File: config.mk
export PLATFORM = sky130hd
export DESIGN_NAME = dbg_tap_port
export DESIGN_NICKNAME = d
export VERILOG_FILES = /design/src/common/dbg_tap_pkg.sv /design/src/common/tap_ctrl_if.sv /design/src/tap_fsm.sv /design/src/dbg_tap_port.sv
export SDC_FILE = /design/constraint.sdc
export NUM_CORES = 1
export LEC_CHECK = 0
export BUFFER_PORTS_ARGS = -buffer_cell sky130_fd_sc_hd__buf_2
export CELL_PAD_IN_SITES_DETAIL_PLACEMENT = 1
export CELL_PAD_IN_SITES_GLOBAL_PLACEMENT = 1
export CORE_MARGIN = 5
export CORE_UTILIZATION = 40
export DETAILED_ROUTE_END_ITERATION = 8
export GPL_TIMING_DRIVEN = 0
export HOLD_SLACK_MARGIN = 0.15
export PLACE_DENSITY_LB_ADDON = 0.1
export SYNTH_ARGS = -nofsm -noshare
export SYNTH_HDL_FRONTEND = slang
export SYNTH_SLANG_ARGS = --single-unit
File: constraint.sdc
create_clock -name CLK_SYS -period 2.1 [get_ports CLK_SYS]
set_input_delay 0.105 -clock CLK_SYS [delete_from_list [all_inputs] [get_ports CLK_SYS]]
set_output_delay 0.105 -clock CLK_SYS [all_outputs]
set_load 0.005 [all_outputs]
File: src/common/dbg_tap_pkg.sv
// Constants, state and instruction codes for the debug TAP port
package dbg_tap_pkg;
  localparam int IR_W = 4;
  localparam int SC_W = 5;
  localparam int ID_W = 32;
  localparam int DCR_W = 6;
  localparam int DCR_DBGRQ_BIT = 1;
  localparam logic [3:0] IR_RESET = 4'hE;
  localparam logic [4:0] SC_RESET = 5'h00;
  localparam logic [5:0] DCR_RESET = 6'h00;

  typedef enum logic [3:0] {
    ST_EXIT2_DR = 4'h0,
    ST_EXIT1_DR = 4'h1,
    ST_SHIFT_DR = 4'h2,
    ST_PAUSE_DR = 4'h3,
    ST_SEL_IR = 4'h4,
    ST_UPD_DR = 4'h5,
    ST_CAP_DR = 4'h6,
    ST_SEL_DR = 4'h7,
    ST_EXIT2_IR = 4'h8,
    ST_EXIT1_IR = 4'h9,
    ST_SHIFT_IR = 4'hA,
    ST_PAUSE_IR = 4'hB,
    ST_IDLE = 4'hC,
    ST_UPD_IR = 4'hD,
    ST_CAP_IR = 4'hE,
    ST_RESET = 4'hF
  } tap_state_t;

  typedef enum logic [3:0] {
    INS_EXTEST = 4'h0,
    INS_SCAN_N = 4'h2,
    INS_SAMPLE = 4'h3,
    INS_RESTART = 4'h4,
    INS_CLAMP = 4'h5,
    INS_HIGHZ = 4'h7,
    INS_CLAMPZ = 4'h9,
    INS_INTEST = 4'hC,
    INS_IDCODE = 4'hE,
    INS_BYPASS = 4'hF
  } tap_instr_t;

  localparam logic [4:0] SC_DEBUG_CTRL = 5'h02;
  localparam logic [4:0] SC_EXTERNAL = 5'h04;
endpackage

File: src/common/tap_ctrl_if.sv
// Signals between the TAP controller and the debug port top
`timescale 1ns/1ps
interface tap_ctrl_if;
  logic step;
  logic [3:0] state;
  modport ctrl (input step, output state);
  modport user (output step, input state);
endinterface

File: src/tap_fsm.sv
// TAP controller state machine, advanced on enabled clock edges
`timescale 1ns/1ps
module tap_fsm (
  input wire logic clk, // System clock
  input wire logic tap_rst_n, // Test reset, active low
  input wire logic mode_select, // Mode select, sampled when stepping
  tap_ctrl_if.ctrl tc // Step in, state out
);
  dbg_tap_pkg::tap_state_t state_ff;
  dbg_tap_pkg::tap_state_t nxt_state;

  always_comb begin
    nxt_state = state_ff;
    case (state_ff)
      dbg_tap_pkg::ST_RESET: nxt_state = mode_select ?
        dbg_tap_pkg::ST_RESET : dbg_tap_pkg::ST_IDLE;
      dbg_tap_pkg::ST_IDLE: nxt_state = mode_select ?
        dbg_tap_pkg::ST_SEL_DR : dbg_tap_pkg::ST_IDLE;
      dbg_tap_pkg::ST_SEL_DR: nxt_state = mode_select ?
        dbg_tap_pkg::ST_SEL_IR : dbg_tap_pkg::ST_CAP_DR;
      dbg_tap_pkg::ST_CAP_DR, dbg_tap_pkg::ST_SHIFT_DR:
        nxt_state = mode_select ?
        dbg_tap_pkg::ST_EXIT1_DR : dbg_tap_pkg::ST_SHIFT_DR;
      dbg_tap_pkg::ST_EXIT1_DR: nxt_state = mode_select ?
        dbg_tap_pkg::ST_UPD_DR : dbg_tap_pkg::ST_PAUSE_DR;
      dbg_tap_pkg::ST_PAUSE_DR: nxt_state = mode_select ?
        dbg_tap_pkg::ST_EXIT2_DR : dbg_tap_pkg::ST_PAUSE_DR;
      dbg_tap_pkg::ST_EXIT2_DR: nxt_state = mode_select ?
        dbg_tap_pkg::ST_UPD_DR : dbg_tap_pkg::ST_SHIFT_DR;
      dbg_tap_pkg::ST_UPD_DR, dbg_tap_pkg::ST_UPD_IR:
        nxt_state = mode_select ?
        dbg_tap_pkg::ST_SEL_DR : dbg_tap_pkg::ST_IDLE;
      dbg_tap_pkg::ST_SEL_IR: nxt_state = mode_select ?
        dbg_tap_pkg::ST_RESET : dbg_tap_pkg::ST_CAP_IR;
      dbg_tap_pkg::ST_CAP_IR, dbg_tap_pkg::ST_SHIFT_IR:
        nxt_state = mode_select ?
        dbg_tap_pkg::ST_EXIT1_IR : dbg_tap_pkg::ST_SHIFT_IR;
      dbg_tap_pkg::ST_EXIT1_IR: nxt_state = mode_select ?
        dbg_tap_pkg::ST_UPD_IR : dbg_tap_pkg::ST_PAUSE_IR;
      dbg_tap_pkg::ST_PAUSE_IR: nxt_state = mode_select ?
        dbg_tap_pkg::ST_EXIT2_IR : dbg_tap_pkg::ST_PAUSE_IR;
      dbg_tap_pkg::ST_EXIT2_IR: nxt_state = mode_select ?
        dbg_tap_pkg::ST_UPD_IR : dbg_tap_pkg::ST_SHIFT_IR;
      default: nxt_state = dbg_tap_pkg::ST_RESET;
    endcase
  end

  always_ff @(posedge clk or negedge tap_rst_n) begin
    if (!tap_rst_n) begin
      state_ff <= dbg_tap_pkg::ST_RESET;
    end else if (tc.step) begin
      state_ff <= nxt_state;
    end
  end

  assign tc.state = state_ff;
endmodule

File: src/dbg_tap_port.sv
// Processor debug port: TAP, debug request, watchpoint and comms flags
//
// Functional notes
// Outputs from, inputs sampled on, rising edge; request out and chain feed are gates of inputs
// Outside logic synchronises asynchronous inputs first
// Receive flag high while receive buffer full
// Transmit flag high while transmit buffer empty
// Acknowledge high throughout debug state
// Breakpoint logic works only when enabled
// Output internal debug request to core
// External condition qualifies breakpoint matches
// Executed flag marks execute-stage completion
// Range match ignores unit enable bit
// Fetch breakpoint enters debug at execute
// Data watchpoint enters debug state
// Full configuration provides range and breakpoints
// Test reset clears debug state
// JTAG logic advances only on enable
// Instruction output changes in update-IR
// Chain number changes in update-DR
// Show TAP controller state
// Output enable low while shifting out
// Feed serial data to external chain
// External chain return low when absent
// IDCODE shifts out the identity input
// Clock may be stretched either phase
// Internal request is OR of both
`timescale 1ns/1ps
module dbg_tap_port #(
  parameter bit FULL_DEBUG = 1'b1 // Full debug configuration present
) (
  input wire logic CLK_SYS, // System clock, 50 MHz
  input wire logic RST, // Core reset, active high, asynchronous
  input wire logic DEBUG_TAP_RESET_N, // Test reset, active low
  input wire logic DEBUG_TCK_ENABLE, // Test clock enable
  input wire logic DEBUG_SERIAL_IN, // Serial test data in
  input wire logic DEBUG_MODE_SELECT, // Test mode select
  output logic DEBUG_SERIAL_OUT, // Serial test data out
  output logic SERIAL_OUT_DRIVE_EN_N, // Low while shifting out data
  output logic [3:0] TAP_INSTRUCTION_VIEW, // Loaded instruction
  output logic [4:0] SELECTED_SCAN_CHAIN_ID, // Selected chain number
  output logic [3:0] TAP_STATE_VIEW, // TAP controller state
  output logic EXT_CHAIN_SERIAL_FEED, // Data to external chain
  input wire logic EXT_CHAIN_SERIAL_RETURN, // Data from external chain
  input wire logic [31:0] TAP_IDENTITY_VALUE, // Identification code
  input wire logic DEBUG_LOGIC_ENABLE, // Enables breakpoint logic
  input wire logic EXTERNAL_DEBUG_REQUEST, // Request from debugger
  output logic INTERNAL_DEBUG_REQUEST, // Request as seen by core
  input wire logic [1:0] DEBUG_EXTERNAL_CONDITION, // Match qualifier
  input wire logic [1:0] WATCH_UNIT_HIT, // Raw unit compare hits
  output logic [1:0] WATCHPOINT_RANGE_MATCH, // Unit match, any enable
  input wire logic [1:0] WATCH_UNIT_ENABLE, // Unit enables
  input wire logic [1:0] WATCH_UNIT_COND, // Unit needs condition
  input wire logic EXTERNAL_INSTR_BREAKPOINT, // Fetch breakpoint
  input wire logic EXTERNAL_DATA_WATCHPOINT, // Data watchpoint
  input wire logic FETCH_DONE, // Instruction fetch ends this cycle
  input wire logic DATA_REQ_DONE, // Data request ends this cycle
  input wire logic EXEC_ADVANCE, // Fetched instruction reaches execute
  input wire logic EXEC_DONE, // Execute-stage instruction completes
  input wire logic DEBUG_EXIT, // Core leaves debug state (restart)
  input wire logic COMMS_RX_WRITE, // Debugger side wrote receive word
  input wire logic COMMS_RX_READ, // Core read receive word
  input wire logic COMMS_TX_WRITE, // Core wrote transmit word
  input wire logic COMMS_TX_READ, // Debugger side read transmit word
  output logic COMMS_RX_FULL_FLAG, // Receive buffer holds data
  output logic COMMS_TX_EMPTY_FLAG, // Transmit buffer empty
  output logic DEBUG_STATE_ACK, // Processor in debug state
  output logic INSTR_EXECUTED_FLAG // Execute-stage instruction done
);
  tap_ctrl_if tc ();
  logic [3:0] ir_ff;
  logic [3:0] ir_shift_ff;
  logic [4:0] sc_ff;
  logic [4:0] sc_shift_ff;
  logic [31:0] dr_shift_ff;
  logic [5:0] dcr_ff;
  logic tdo_ff;
  logic tdo_en_n_ff;
  logic rx_full_ff;
  logic tx_empty_ff;
  logic dbg_ack_ff;
  logic bkpt_pend_ff;
  logic exec_ff;
  logic [1:0] rng_ff;
  logic step;
  logic in_state;
  logic [1:0] unit_match;
  logic unit_fire;
  logic ext_ib;
  logic ext_dw;
  logic dr_sel_sc;
  logic dr_sel_dcr;
  logic dr_sel_ext;
  logic dr_sel_id;

  // Unit matches when hit and, if asked, the external condition agrees
  function automatic logic [1:0] qual_match(input logic [1:0] hit,
    input logic [1:0] need, input logic [1:0] cond);
    qual_match = hit & (~need | cond);
  endfunction

  ////////////////////////////////////////////////////////////////////////
  // TAP controller and registers

  assign step = DEBUG_TCK_ENABLE;
  assign tc.step = step;

  tap_fsm u_fsm (
    .clk(CLK_SYS),
    .tap_rst_n(DEBUG_TAP_RESET_N),
    .mode_select(DEBUG_MODE_SELECT),
    .tc(tc)
  );

  function automatic logic is_state(input logic [3:0] s,
    input dbg_tap_pkg::tap_state_t t);
    is_state = (s == t);
  endfunction

  assign dr_sel_sc = (ir_ff == dbg_tap_pkg::INS_SCAN_N);
  assign dr_sel_id = (ir_ff == dbg_tap_pkg::INS_IDCODE);
  assign dr_sel_dcr = (ir_ff == dbg_tap_pkg::INS_INTEST) &&
    (sc_ff == dbg_tap_pkg::SC_DEBUG_CTRL);
  assign dr_sel_ext = (ir_ff == dbg_tap_pkg::INS_INTEST) &&
    (sc_ff == dbg_tap_pkg::SC_EXTERNAL);

  // Instruction shift and update
  always_ff @(posedge CLK_SYS or negedge DEBUG_TAP_RESET_N) begin
    if (!DEBUG_TAP_RESET_N) begin
      ir_shift_ff <= dbg_tap_pkg::IR_RESET;
      ir_ff <= dbg_tap_pkg::IR_RESET;
    end else if (step) begin
      if (is_state(tc.state, dbg_tap_pkg::ST_RESET)) begin
        ir_ff <= dbg_tap_pkg::IR_RESET;
      end else if (is_state(tc.state, dbg_tap_pkg::ST_CAP_IR)) begin
        ir_shift_ff <= 4'h1;
      end else if (is_state(tc.state, dbg_tap_pkg::ST_SHIFT_IR)) begin
        ir_shift_ff <= {DEBUG_SERIAL_IN, ir_shift_ff[3:1]};
      end else if (is_state(tc.state, dbg_tap_pkg::ST_UPD_IR)) begin
        ir_ff <= ir_shift_ff;
      end
    end
  end

  // Data register shifts; one 32-bit shifter shared by all chains but the 5-bit scan chain select and the external chain
  always_ff @(posedge CLK_SYS or negedge DEBUG_TAP_RESET_N) begin
    if (!DEBUG_TAP_RESET_N) begin
      dr_shift_ff <= 32'h0000_0000;
    end else if (step) begin
      if (is_state(tc.state, dbg_tap_pkg::ST_CAP_DR)) begin
        if (dr_sel_id) begin
          dr_shift_ff <= TAP_IDENTITY_VALUE;
        end else if (dr_sel_sc) begin
          dr_shift_ff <= {27'h0000000, sc_ff};
        end else if (dr_sel_dcr) begin
          dr_shift_ff <= {26'h0000000, dcr_ff};
        end else begin
          dr_shift_ff <= 32'h0000_0000;
        end
      end else if (is_state(tc.state, dbg_tap_pkg::ST_SHIFT_DR)) begin
        dr_shift_ff <= {DEBUG_SERIAL_IN, dr_shift_ff[31:1]};
      end
    end
  end

  // Scan chain select shifts in its own 5-bit register
  always_ff @(posedge CLK_SYS or negedge DEBUG_TAP_RESET_N) begin
    if (!DEBUG_TAP_RESET_N) begin
      sc_shift_ff <= dbg_tap_pkg::SC_RESET;
      sc_ff <= dbg_tap_pkg::SC_RESET;
    end else if (step && dr_sel_sc) begin
      if (is_state(tc.state, dbg_tap_pkg::ST_CAP_DR)) begin
        sc_shift_ff <= sc_ff;
      end else if (is_state(tc.state, dbg_tap_pkg::ST_SHIFT_DR)) begin
        sc_shift_ff <= {DEBUG_SERIAL_IN, sc_shift_ff[4:1]};
      end else if (is_state(tc.state, dbg_tap_pkg::ST_UPD_DR)) begin
        sc_ff <= sc_shift_ff;
      end
    end
  end

  // Debug control register, loaded from the high shifter bits on update
  always_ff @(posedge CLK_SYS or negedge DEBUG_TAP_RESET_N) begin
    if (!DEBUG_TAP_RESET_N) begin
      dcr_ff <= dbg_tap_pkg::DCR_RESET;
    end else if (step && dr_sel_dcr &&
      is_state(tc.state, dbg_tap_pkg::ST_UPD_DR)) begin
      dcr_ff <= dr_shift_ff[31:26];
    end
  end

  // Serial output, registered on a rising edge when step is high
  always_ff @(posedge CLK_SYS or negedge DEBUG_TAP_RESET_N) begin
    if (!DEBUG_TAP_RESET_N) begin
      tdo_ff <= 1'b0;
      tdo_en_n_ff <= 1'b1;
    end else if (step) begin
      if (is_state(tc.state, dbg_tap_pkg::ST_SHIFT_IR)) begin
        tdo_ff <= ir_shift_ff[0];
        tdo_en_n_ff <= 1'b0;
      end else if (is_state(tc.state, dbg_tap_pkg::ST_SHIFT_DR)) begin
        tdo_en_n_ff <= 1'b0;
        if (dr_sel_ext) begin
          tdo_ff <= EXT_CHAIN_SERIAL_RETURN;
        end else if (dr_sel_sc) begin
          tdo_ff <= sc_shift_ff[0];
        end else begin
          tdo_ff <= dr_shift_ff[0];
        end
      end else begin
        tdo_ff <= 1'b0;
        tdo_en_n_ff <= 1'b1;
      end
    end
  end

  ////////////////////////////////////////////////////////////////////////
  // Debug state, breakpoints and watchpoints

  assign INTERNAL_DEBUG_REQUEST = EXTERNAL_DEBUG_REQUEST |
    dcr_ff[dbg_tap_pkg::DCR_DBGRQ_BIT];

  assign unit_match = qual_match(WATCH_UNIT_HIT, WATCH_UNIT_COND,
    DEBUG_EXTERNAL_CONDITION);
  // Only enabled units fire, and only while the logic is enabled
  assign unit_fire = DEBUG_LOGIC_ENABLE &&
    |(unit_match & WATCH_UNIT_ENABLE);
  assign ext_ib = FULL_DEBUG && DEBUG_LOGIC_ENABLE &&
    EXTERNAL_INSTR_BREAKPOINT;
  assign ext_dw = FULL_DEBUG && DEBUG_LOGIC_ENABLE &&
    EXTERNAL_DATA_WATCHPOINT;

  // Breakpoint caught at fetch end is held until execute
  always_ff @(posedge CLK_SYS or negedge DEBUG_TAP_RESET_N) begin
    if (!DEBUG_TAP_RESET_N) begin
      bkpt_pend_ff <= 1'b0;
    end else if (FETCH_DONE) begin
      bkpt_pend_ff <= ext_ib;
    end else if (EXEC_ADVANCE) begin
      bkpt_pend_ff <= 1'b0;
    end
  end

  assign in_state = (EXEC_ADVANCE && bkpt_pend_ff) ||
    (DATA_REQ_DONE && ext_dw) ||
    unit_fire || INTERNAL_DEBUG_REQUEST;

  // Entry wins over exit in the same cycle so no event is lost
  always_ff @(posedge CLK_SYS or negedge DEBUG_TAP_RESET_N) begin
    if (!DEBUG_TAP_RESET_N) begin
      dbg_ack_ff <= 1'b0;
    end else if (in_state) begin
      dbg_ack_ff <= 1'b1;
    end else if (DEBUG_EXIT) begin
      dbg_ack_ff <= 1'b0;
    end
  end

  // Range match is raw: independent of unit enables
  always_ff @(posedge CLK_SYS or posedge RST) begin
    if (RST) begin
      rng_ff <= 2'h0;
      exec_ff <= 1'b0;
    end else begin
      rng_ff <= FULL_DEBUG ? unit_match : 2'h0;
      exec_ff <= EXEC_DONE;
    end
  end

  ////////////////////////////////////////////////////////////////////////
  // Comms channel flags; set wins over clear

  always_ff @(posedge CLK_SYS or posedge RST) begin
    if (RST) begin
      rx_full_ff <= 1'b0;
    end else if (COMMS_RX_WRITE) begin
      rx_full_ff <= 1'b1;
    end else if (COMMS_RX_READ) begin
      rx_full_ff <= 1'b0;
    end
  end

  always_ff @(posedge CLK_SYS or posedge RST) begin
    if (RST) begin
      tx_empty_ff <= 1'b1;
    end else if (COMMS_TX_READ) begin
      tx_empty_ff <= 1'b1;
    end else if (COMMS_TX_WRITE) begin
      tx_empty_ff <= 1'b0;
    end
  end

  // Every output is a flop or a plain gate of flops and inputs; nothing
  // depends on clock duty, so a stretched clock in either phase is safe
  assign DEBUG_SERIAL_OUT = tdo_ff;
  assign SERIAL_OUT_DRIVE_EN_N = tdo_en_n_ff;
  assign TAP_INSTRUCTION_VIEW = ir_ff;
  assign SELECTED_SCAN_CHAIN_ID = sc_ff;
  assign TAP_STATE_VIEW = tc.state;
  assign EXT_CHAIN_SERIAL_FEED = dr_sel_ext & DEBUG_SERIAL_IN;
  assign WATCHPOINT_RANGE_MATCH = rng_ff;
  assign COMMS_RX_FULL_FLAG = rx_full_ff;
  assign COMMS_TX_EMPTY_FLAG = tx_empty_ff;
  assign DEBUG_STATE_ACK = dbg_ack_ff;
  assign INSTR_EXECUTED_FLAG = exec_ff;
endmodule

==> results of run 1 <==
[timing repair]
| item | in CTS | in global routing |
|---|---|---|
| hold buffers | 48 | 0 |
| gates resized for setup | 0 | 15 |
| endpoints found under the hold margin | 101 | 0 |
| endpoints found under the setup margin | 0 | 32 |
[sequential cells by signal, summed over array words and instances, names as in the netlist]
signal                  cells
COMMS_RX_FULL_FLAG          1
COMMS_TX_EMPTY_FLAG         1
DEBUG_SERIAL_OUT            1
DEBUG_STATE_ACK             1
INSTR_EXECUTED_FLAG         1
SELECTED_SCAN_CHAIN_ID      5
SERIAL_OUT_DRIVE_EN_N       1
TAP_INSTRUCTION_VIEW        4
WATCHPOINT_RANGE_MATCH      2
bkpt_pend_ff                1
dcr_ff                      6
dr_shift_ff                32
ir_shift_ff                 4
sc_shift_ff                 5
u_fsm.tc.state              4
[report_power, final]
part,total [mW],internal (mW),leakage (nW),switching (mW)
registers,1.80,1.61,0.901,0.193
clock network,1.10,0.581,0.100,0.524
logic,1.36,0.568,1.16,0.788
total,4.26,2.76,2.16,1.50
[through the flow]
step	worst slack (ps)	utilization (%)	area (sq um)	std cells
3_3_place_gp	73.7	46.6	4010	548
5_1_grt	5.58	54.7	4700	611
3_5_place_dp	52.9	46.7	4010	548
4_1_cts	19.5	54.5	4680	612
2_1_floorplan	214	-	3460	358
6_report	141	54.7	4700	611
[cell type report]
cell class / instances / area share (%)
Buffer: 25 / 3.14
Clock buffer: 12 / 3.09
Clock inverter: 4 / 1.04
Inverter: 8 / 0.639
Multi-Input combinational cell: 255 / 33.1
Sequential cell: 69 / 37.1
Tap cell: 108 / 2.88
Timing Repair Buffer: 130 / 19.0
[final timing paths]
path,to,slack [ps],cells past startpoint
setup / recovery,dcr_ff[4],140,7
setup reg to reg,dcr_ff[4],140,7
min in group asynchronous,INSTR_EXECUTED_FLAG,220,3
max in group asynchronous,sc_shift_ff[2],1130,2
hold / removal,u_fsm.tc.state[3],160,3
hold reg to reg,dr_shift_ff[25],480,2
[placed cells by master (no fill, tap or decap), types with 2 or more instances in the layout]
cell type	n
dlygate4sd3_1	48
o311ai_1	5
nand2b_1	5
dfrtp_1	57
mux2_4	6
or3b_2	5
clkbuf_1	8
mux2i_1	5
clkbuf_8	10
nor2_1	14
mux2_2	8
clkinv_2	2
or2_2	2
nor2b_1	28
nand2_1	50
nand3b_1	6
buf_2	87
clkbuf_4	3
buf_4	3
buf_6	3
a31oi_1	26
a21boi_0	2
nor3_1	3
o21ai_1	3
a221o_1	2
a21oi_1	17
clkbuf_2	4
a21o_1	3
dfstp_2	12
inv_1	8
nand3_1	5
o21ai_0	42
[cells by family (layout without fill, tap and decap cells)]
| logic type | after synthesis | in the layout | synth area share, % |
|---|---|---|---|
| compound gates | 105 | 105 | 17.8 |
| simple gates | 131 | 131 | 20.4 |
| flops | 69 | 69 | 50.3 |
| buf+inv | 34 | 179 | 4.84 |
| mux | 19 | 19 | 6.65 |
[metal layers]
metal | part of all wire, % | vias to the layer above | track usage [%]
met1 | 46 | 1578 | 28.5
met4 | 1.8 | 0 | 7.17
met3 | 3.8 | 16 | 3.38
met5 | 0 | - | 0
li1 | - | 1543 | -
met2 | 48 | 71 | 34.2
[worst max-delay path: cells and delay by family, from the launching register on]
| family | cells | cell delay, ps |
|---|---|---|
| mux | 1 | 300 |
| simple gates | 3 | 620 |
| flops | 1 | 540 |
| buf+inv | 3 | 390 |
==> impl_metrics.yaml, run 1 <==
worst_setup_path:
  end_kind: "flop"
  max_stage_delay_ps: 540
  crit_arrival_ps: 2190
  crit_top_cell: "buf_6"
  worstReg2RegStart: "TAP_INSTRUCTION_VIEW[3]"
  crit_chain: "buf_6, and4bb_1, and4b_1, buf_6, and3_4, buf_6, mux2_4"
  critical_path_required_ps: 2330
  critPathKind: "flop to flop"
  cp-startpoint: "TAP_INSTRUCTION_VIEW[3]"
  path_max_fanout: 9
  cpMaxStageDelayCell: "dfstp_2"
  startpoint_type: "flop"
detailed_routing:
  drt_wl_total_um: 10500
  via_per_inst: 5.25
  first_iter_violations: 76
  wl_per_cell_um: 17.2
  dr.pass1.iters: 4
  vias: 3208
  drc: 0
  ant_nets: 0
finish:
  nets: 558
  antenna_cells: 0
  final_layout_size_suffix_gt1_share_pct: 30.0
  areaGrowthSynthToFinish_pct: 35.8
  multi_input_area_sq_um: 1560
  fill_cells: 999
  regArea_sq_um: 1740
run:
  maxCapViolations: 0
sta:
  holdWs_ps: 158
  setup-tns-final_ps: 0
  max_freq_mhz: 510
  relSlewSlack_pct: 43.5
  clock_skew_ps: 18.5
  hold_viol: 0
  tightest_slew_ps: 848
  drv_slew: 0
  setup_viol: 0
  finalCritPeriodShare_pct: 93.3
  rsz0062_at_grt: "no"
  fin_crit_ps: 1960
synthesis:
  synth_top_area_share_pct: 41.2
  synth_flop_cell: "dfrtp_1"
  yosysMostFrequentCell: "dfrtp_1"
  synth-edff-count: 0
  netlist_top_cells_area: "dfrtp_1 (41%), dfstp_2 (9.1%), o21ai_0 (6.1%)"
  ys_seq_elements: 69
  synth_area_leader_cell: "dfrtp_1"
  synthDistinctLibCells: 45
  async_flop_share_pct: 100
  ys_top_cells_by_count: "dfrtp_1 (57), nand2_1 (50), o21ai_0 (42)"
  synth_cells: 358
  synth-warning-count: 0
  synth_area_sq_um: 3460
  syn_avg_cell_area_sq_um: 9.67
  syn_nets: 418
  seq_area_frac_synth_pct: 50.3
die:
  ios: 83
  start_util_pct: 40.3
  rows: 34
  die_y_um: 103
  core_sq_um: 8590
  dieWidth_um: 103
  dieArea_sq_um: 10600
global_route:
  overflow: 0
  grt_pass1_wl_um: 17300
  antenna_found_initial: 0
  grt_max_degree: 65
  grtUsageTotal_pct: 21.0
  grt_pass1_vias: 3401
cts:
  clkTransAtPathRegs_ps: 80
  clock-sinks: 69
  post_cts_buffers: 0
  htreeDepth: 3
  tritoncts: "done"
  cts_buffers: 9
  root_buffer: "clkbuf_8"
  cts.path.max_buffers: 2
  insertion_delay_ps: 350
place:
  dpl.hpwl_um: 7030
  io_buffers: 82
  routabilityCongestion: 0.764
run_status:
  status: "finished clean"
power:
  p_per_area_nw_per_um2: 907
  power.total_mw: 4.26
  irDropWorstVdd_mv: 0.455
  leakage_nw: 2.16
min_path:
  holdCritStartpoint: "DEBUG_TCK_ENABLE"
  worstHoldPathType: "primary input to flop"
Power figures use the tool's default switching activity.
==> run 2: changes to the inputs <==
Settings changed: SYNTH_HIERARCHICAL set to 1.
==> run 2 against run 1 <==
Non-clock buffer count up 2; global-route usage shrank 0.52 points; critical path depth fell by 3; via count is 6.9% lower; sequential share of layout area is 1.3 points higher; register-to-register slack got worse by 90 ps.
==> impl_metrics.yaml, run 2 <==
run_status:
  status: "finished clean"
synthesis:
  synthDistinctLibCells: 45
  synth-warning-count: 6
  syn_nets: 367
  ys_seq_elements: 69
  async_flop_share_pct: 100
  synth_top_area_share_pct: 44.1
  yosysMostFrequentCell: "nor2_1"
  synth_cells: 307
  syn_avg_cell_area_sq_um: 10.5
  seq_area_frac_synth_pct: 53.9
  synth-edff-count: 0
  netlist_top_cells_area: "dfrtp_1 (44%), dfstp_2 (9.8%), a221oi_1 (8.7%)"
  synth_flop_cell: "dfrtp_1"
  synth_area_leader_cell: "dfrtp_1"
  ys_top_cells_by_count: "nor2_1 (71), dfrtp_1 (57), a221oi_1 (32)"
  synth_area_sq_um: 3230
detailed_routing:
  drt_wl_total_um: 9920
  wl_per_cell_um: 17.6
  dr.pass1.iters: 4
  ant_nets: 0
  first_iter_violations: 136
  via_per_inst: 5.31
  drc: 0
  vias: 2988
global_route:
  grt_util_met2_pct: 35.2
  antenna_found_initial: 0
  grt_max_degree: 65
  overflow: 0
  grtUsageTotal_pct: 20.5
  grt.busiest_layer: "met2"
  use_met1_pct: 26.4
  use_met3_pct: 2.85
  grt_pass1_vias: 3179
  grt_pass1_wl_um: 16200
place:
  routabilityCongestion: 0.746
  io_buffers: 81
  place_area_sq_um: 3770
  place_inst: 490
  dpl.hpwl_um: 6180
die:
  dieArea_sq_um: 9980
  start_util_pct: 41.4
  ios: 83
  rows: 32
  die_y_um: 99.9
  dieWidth_um: 99.9
  core_sq_um: 7810
worst_setup_path:
  critPathKind: "flop to flop"
  end_kind: "flop"
  critical_path_required_ps: 2320
  worstReg2RegStart: "TAP_INSTRUCTION_VIEW[3]"
  r2r_end: "dcr_ff[3]"
  rrSetupSlack_ps: 50
  path_max_fanout: 6
  rr_worst_depth: 4
  cp-startpoint: "TAP_INSTRUCTION_VIEW[3]"
  crit_arrival_ps: 2280
  startpoint_type: "flop"
finish:
  fill_cells: 873
  instances_no_fill: 563
  final_layout_size_suffix_gt1_share_pct: 31.0
  regMostFlops: "dr_shift_ff"
  antenna_cells: 0
  layout_commonest_cell: "buf_2"
  nets: 516
  mostFrequentLayoutCells: "buf_2 (82), nor2_1 (69), dfrtp_1 (57), dlygate4sd3_1 (52), a221oi_1 (32)"
  design_area_sq_um: 4540
  largest_reg_flops: 32
  areaGrowthSynthToFinish_pct: 40.3
  reg_top3: "dr_shift_ff (32), dcr_ff (6)"
sta:
  relSlewSlack_pct: 44.9
  clock_skew_ps: 11.2
  fin_crit_ps: 2050
  holdWs_ps: 180
  max_freq_mhz: 487
  tightest_slew_ps: 826
  rsz0062_at_grt: "no"
  hold_viol: 0
  finalCritPeriodShare_pct: 97.8
  setup_viol: 0
  drv_slew: 0
cts:
  insertion_delay_ps: 340
  clkTransAtPathRegs_ps: 80
  htreeDepth: 3
  clock-sinks: 69
  root_buffer: "clkbuf_8"
  cts_buffers: 9
  cts.path.max_buffers: 2
  tritoncts: "done"
run:
  maxCapViolations: 0
min_path:
  worstHoldPathType: "primary input to flop"
  hold_end: "u_fsm/tc.state[3]"
  holdCritStartpoint: "DEBUG_TCK_ENABLE"
  holdPathStages: 3
power:
  power.total_mw: 4.83
  p_per_area_nw_per_um2: 1060
  leakage_nw: 2.09
  irDropWorstVdd_mv: 0.568
-- run 2: cell types whose count changed in the layout (fill, tap and decap cells not counted), sizes merged, moves of 7 or more --
cell    delta
a21oi      -7
a221oi    +31
a31oi     -26
nand2     -40
nor2      +56
nor2b     -27
o21ai     -22
-- run 2: through the flow --
stage	utilization, %	setup TNS [ps]	setup WS [ps]
after detailed placement	48.3	-15690	-621
after global routing	58.1	0	0.884
after global placement	48.3	-13480	-547
after floorplan	-	-25.0	-4.16
after CTS	57.7	-47.9	-9.56
final	58.1	0	46.3
-- run 2: layer usage --
| metal | share of wire [%] | wire [um] |
|---|---|---|
| met5 | 0 | 0 |
| met4 | 0.90 | 89 |
| met3 | 4.2 | 413 |
| met2 | 52 | 5130 |
| met1 | 43 | 4280 |
-- run 2: kinds of logic (layout without fill, tap and decap cells) --
| kind of cell | Yosys count | after routing | share of synthesized area (%) |
|---|---|---|---|
| DFF | 69 | 69 | 53.9 |
| AOI/OAI and AO/OA | 85 | 85 | 19.3 |
| and+or+nand+nor | 106 | 106 | 16.1 |
| muxes | 19 | 19 | 7.20 |
| buffers and inverters | 28 | 182 | 3.52 |
-- run 2: worst max-delay path, stage by stage (launching register included) --
cell and delay (ps):
dfstp_2 610, and4bb_1 230, and4b_2 300, or3b_4 470
mux2_4 320
-- run 2: report_power, final --
part / switching [mW] / internal, mW / leakage (nW)
clock: 0.517 / 0.421 / 0.0829
sequential: 0.445 / 1.87 / 0.823
combinational: 0.777 / 0.796 / 1.18
-- run 2: worst max path at each step --
| stage | end | slack [ps] | cells past startpoint |
|---|---|---|---|
| detailed placement | dr_shift_ff[19] | -620 | 7 |
| CTS | dcr_ff[2] | -10 | 5 |
| finish | dcr_ff[3] | 50 | 4 |
| global route | dcr_ff[2] | 0.9 | 4 |
| global placement | dr_shift_ff[14] | -550 | 7 |
| floorplan | dcr_ff[0] | -4 | 5 |
-- run 2: final cells by class --
type                    instances  area (sq um)  share of cell area [%]
flip-flops and latches         69          1740                    38.4
multi-input cells             210          1410                    31.1
repair buffers                141           988                    21.8
clock buffers                  11           131                    2.90
well taps                     102           128                    2.81
plain buffers                  16          76.3                    1.68
inverters                       9          33.8                   0.745
clock inverters                 5          27.5                   0.607
-- run 2: repair_timing --
item                                    in CTS  in global routing
resized for setup                           11                  6
buffers inserted                             4                  4
endpoints found under the setup margin      49                 35
hold buffers                                52                  0
cloned                                       0                  0
hold endpoints to repair                   104                  0
pin swaps                                    0                  2
==> run 3: changes to the inputs <==
Settings changed: BUFFER_PORTS_ARGS -buffer_cell sky130_fd_sc_hd__buf_2 to unset, CORE_UTILIZATION 40 to 48, DONT_BUFFER_PORTS set to 1.
==> run 3 against run 2 <==
The run now ends with negative setup slack left; die area fell by 15%; cell area fell by 5.8%; register-to-register slack got worse by 60 ps; critical path depth did not move; worst hold slack improved by 43 ps; wire length fell by 4.1%; combinational power fell by 6%; clock-buffer cell count fell by 1; power rose by 2.2%; critical path type unchanged; critical endpoint is now dcr_ff[2]; largest cell class unchanged; highest routed layer unchanged.
==> impl_metrics.yaml, run 3 (synthesis results as in run 2) <==
place:
  routabilityCongestion: 0.804
  io_buffers: 0
  preCtsSetupSlack_ps: -603
  place_area_sq_um: 3340
  dpl.hpwl_um: 5690
die:
  start_util_pct: 48.4
  dieWidth_um: 92.1
  core_sq_um: 6680
  rows: 30
  dieArea_sq_um: 8470
  die_y_um: 92.1
  ios: 83
sta:
  hold_viol: 0
  relSlewSlack_pct: 70.3
  layout_setup_ws_ps: -16.2
  rsz0062_at_grt: "yes"
  drv_slew: 0
  tightest_slew_ps: 446
  max_freq_mhz: 473
  clock_skew_ps: 9.80
  finalCritPeriodShare_pct: 101
  fin_crit_ps: 2120
  setup_viol: 6
  holdWs_ps: 223
cts:
  tritoncts: "done"
  cts_buffers: 9
  insertion_delay_ps: 340
  htreeDepth: 3
  clock-sinks: 69
  root_buffer: "clkbuf_8"
  cts.path.max_buffers: 2
  clkTransAtPathRegs_ps: 80
finish:
  mostFrequentLayoutCells: "nor2_1 (68), dfrtp_1 (57), dlygate4sd3_1 (57), a221oi_1 (29), o21ai_1 (19)"
  reg_top3: "dr_shift_ff (32), dcr_ff (6)"
  antenna_cells: 0
  regArea_sq_um: 1750
  design_area_sq_um: 4270
  fin_util_pct: 63.9
  multi_input_area_sq_um: 1440
  fill_cells: 720
  nets: 444
  largest_reg_flops: 32
  layout_commonest_cell: "nor2_1"
  areaGrowthSynthToFinish_pct: 32.1
  final_layout_size_suffix_gt1_share_pct: 19.3
  regMostFlops: "dr_shift_ff"
global_route:
  grt.busiest_layer: "met2"
  grt_max_degree: 65
  grt_util_met2_pct: 38.3
  grtUsageTotal_pct: 22.7
  use_met3_pct: 3.86
  grt_pass1_vias: 2967
  overflow: 0
  use_met1_pct: 28.9
  grt_pass1_wl_um: 15300
  antenna_found_initial: 0
worst_setup_path:
  startpoint_type: "flop"
  end_kind: "flop"
  critical_path_required_ps: 2330
  crit_arrival_ps: 2350
  rrSetupSlack_ps: -20
  path_max_fanout: 7
  cpMaxStageDelayCell: "dfstp_2"
  critPathKind: "flop to flop"
  crit_chain: "nand2_2, or4b_4, or3b_4, mux2_4"
  max_stage_delay_ps: 650
detailed_routing:
  drt_wl_total_um: 9510
  vias: 2819
  wl_per_cell_um: 20.3
  ant_nets: 0
  via_per_inst: 6.01
  dr.pass1.iters: 4
  first_iter_violations: 95
  drc: 0
power:
  p_per_area_nw_per_um2: 1160
  irDropWorstVdd_mv: 0.657
  power.total_mw: 4.94
  leakage_nw: 1.83
run_status:
  violations: "negative setup slack"
  status: "finished, violations left"
min_path:
  worstHoldPathType: "primary input to asynchronous set/reset pin"
run:
  maxCapViolations: 0
run 3: cell count changes in the layout (fill, tap and decap cells not counted), moves of 2 or more:
cell	before	now
clkbuf_4	0	3
clkbuf_1	10	3
buf_2	82	5
buf_1	0	3
a221oi_1	32	29
clkinv_2	4	2
a221oi_2	0	3
dlygate4sd3_1	52	57
buf_4	9	7
run 3: stage by stage:
stage	TNS [ps]	std cells
detailed placement	-15380	387
global route	-257	469
CTS	-159	464
global placement	-14080	387
finish	-57.5	469
floorplan	-25.0	307
run 3: critical path, delay by kind of cell, from the launching register on:
family           cells  cell delay [ps]
and+or+nand+nor      3             1040
DFF                  1              650
muxes                1              320
run 3: repair_timing:
item	CTS	global route
endpoints found under the setup margin	45	46
hold buffers	58	0
endpoints found under the hold margin	116	0
buffers inserted	4	7
pin swaps	1	2
gates resized for setup	14	29
run 3: area by class of cell:
type | count | area share (%)
Sequential cell | 69 | 40.9
Multi-Input combinational cell | 210 | 33.8
Timing Repair Buffer | 69 | 15.6
Buffer | 16 | 2.14
Tap cell | 80 | 2.34
Inverter | 9 | 0.791
Clock inverter | 6 | 1.49
Clock buffer | 10 | 2.99
run 3: per-layer routing:
metal,part of all wire [%],vias to the layer above
met5,0,-
met4,2.3,0
met3,4.4,21
met1,42,1429
li1,-,1288
met2,51,81
run 3: power breakdown:
part | internal [mW] | leakage [nW] | switching, mW
sequential | 1.88 | 0.823 | 0.502
combinational | 0.725 | 0.919 | 0.751
clock | 0.547 | 0.0923 | 0.532
run 3: worst paths after layout:
path                            cells past startpoint              start                   endpoint
worst max-delay path                                4  u_fsm/tc.state[0]                  dcr_ff[2]
worst min-delay path                                2                RST        COMMS_TX_EMPTY_FLAG
worst max register to register                      4  u_fsm/tc.state[0]                  dcr_ff[2]
worst min register to register                      2     ir_shift_ff[1]             ir_shift_ff[1]
max in group asynchronous                           3                RST  WATCHPOINT_RANGE_MATCH[0]
min in group CLK_SYS                                1          EXEC_DONE        INSTR_EXECUTED_FLAG
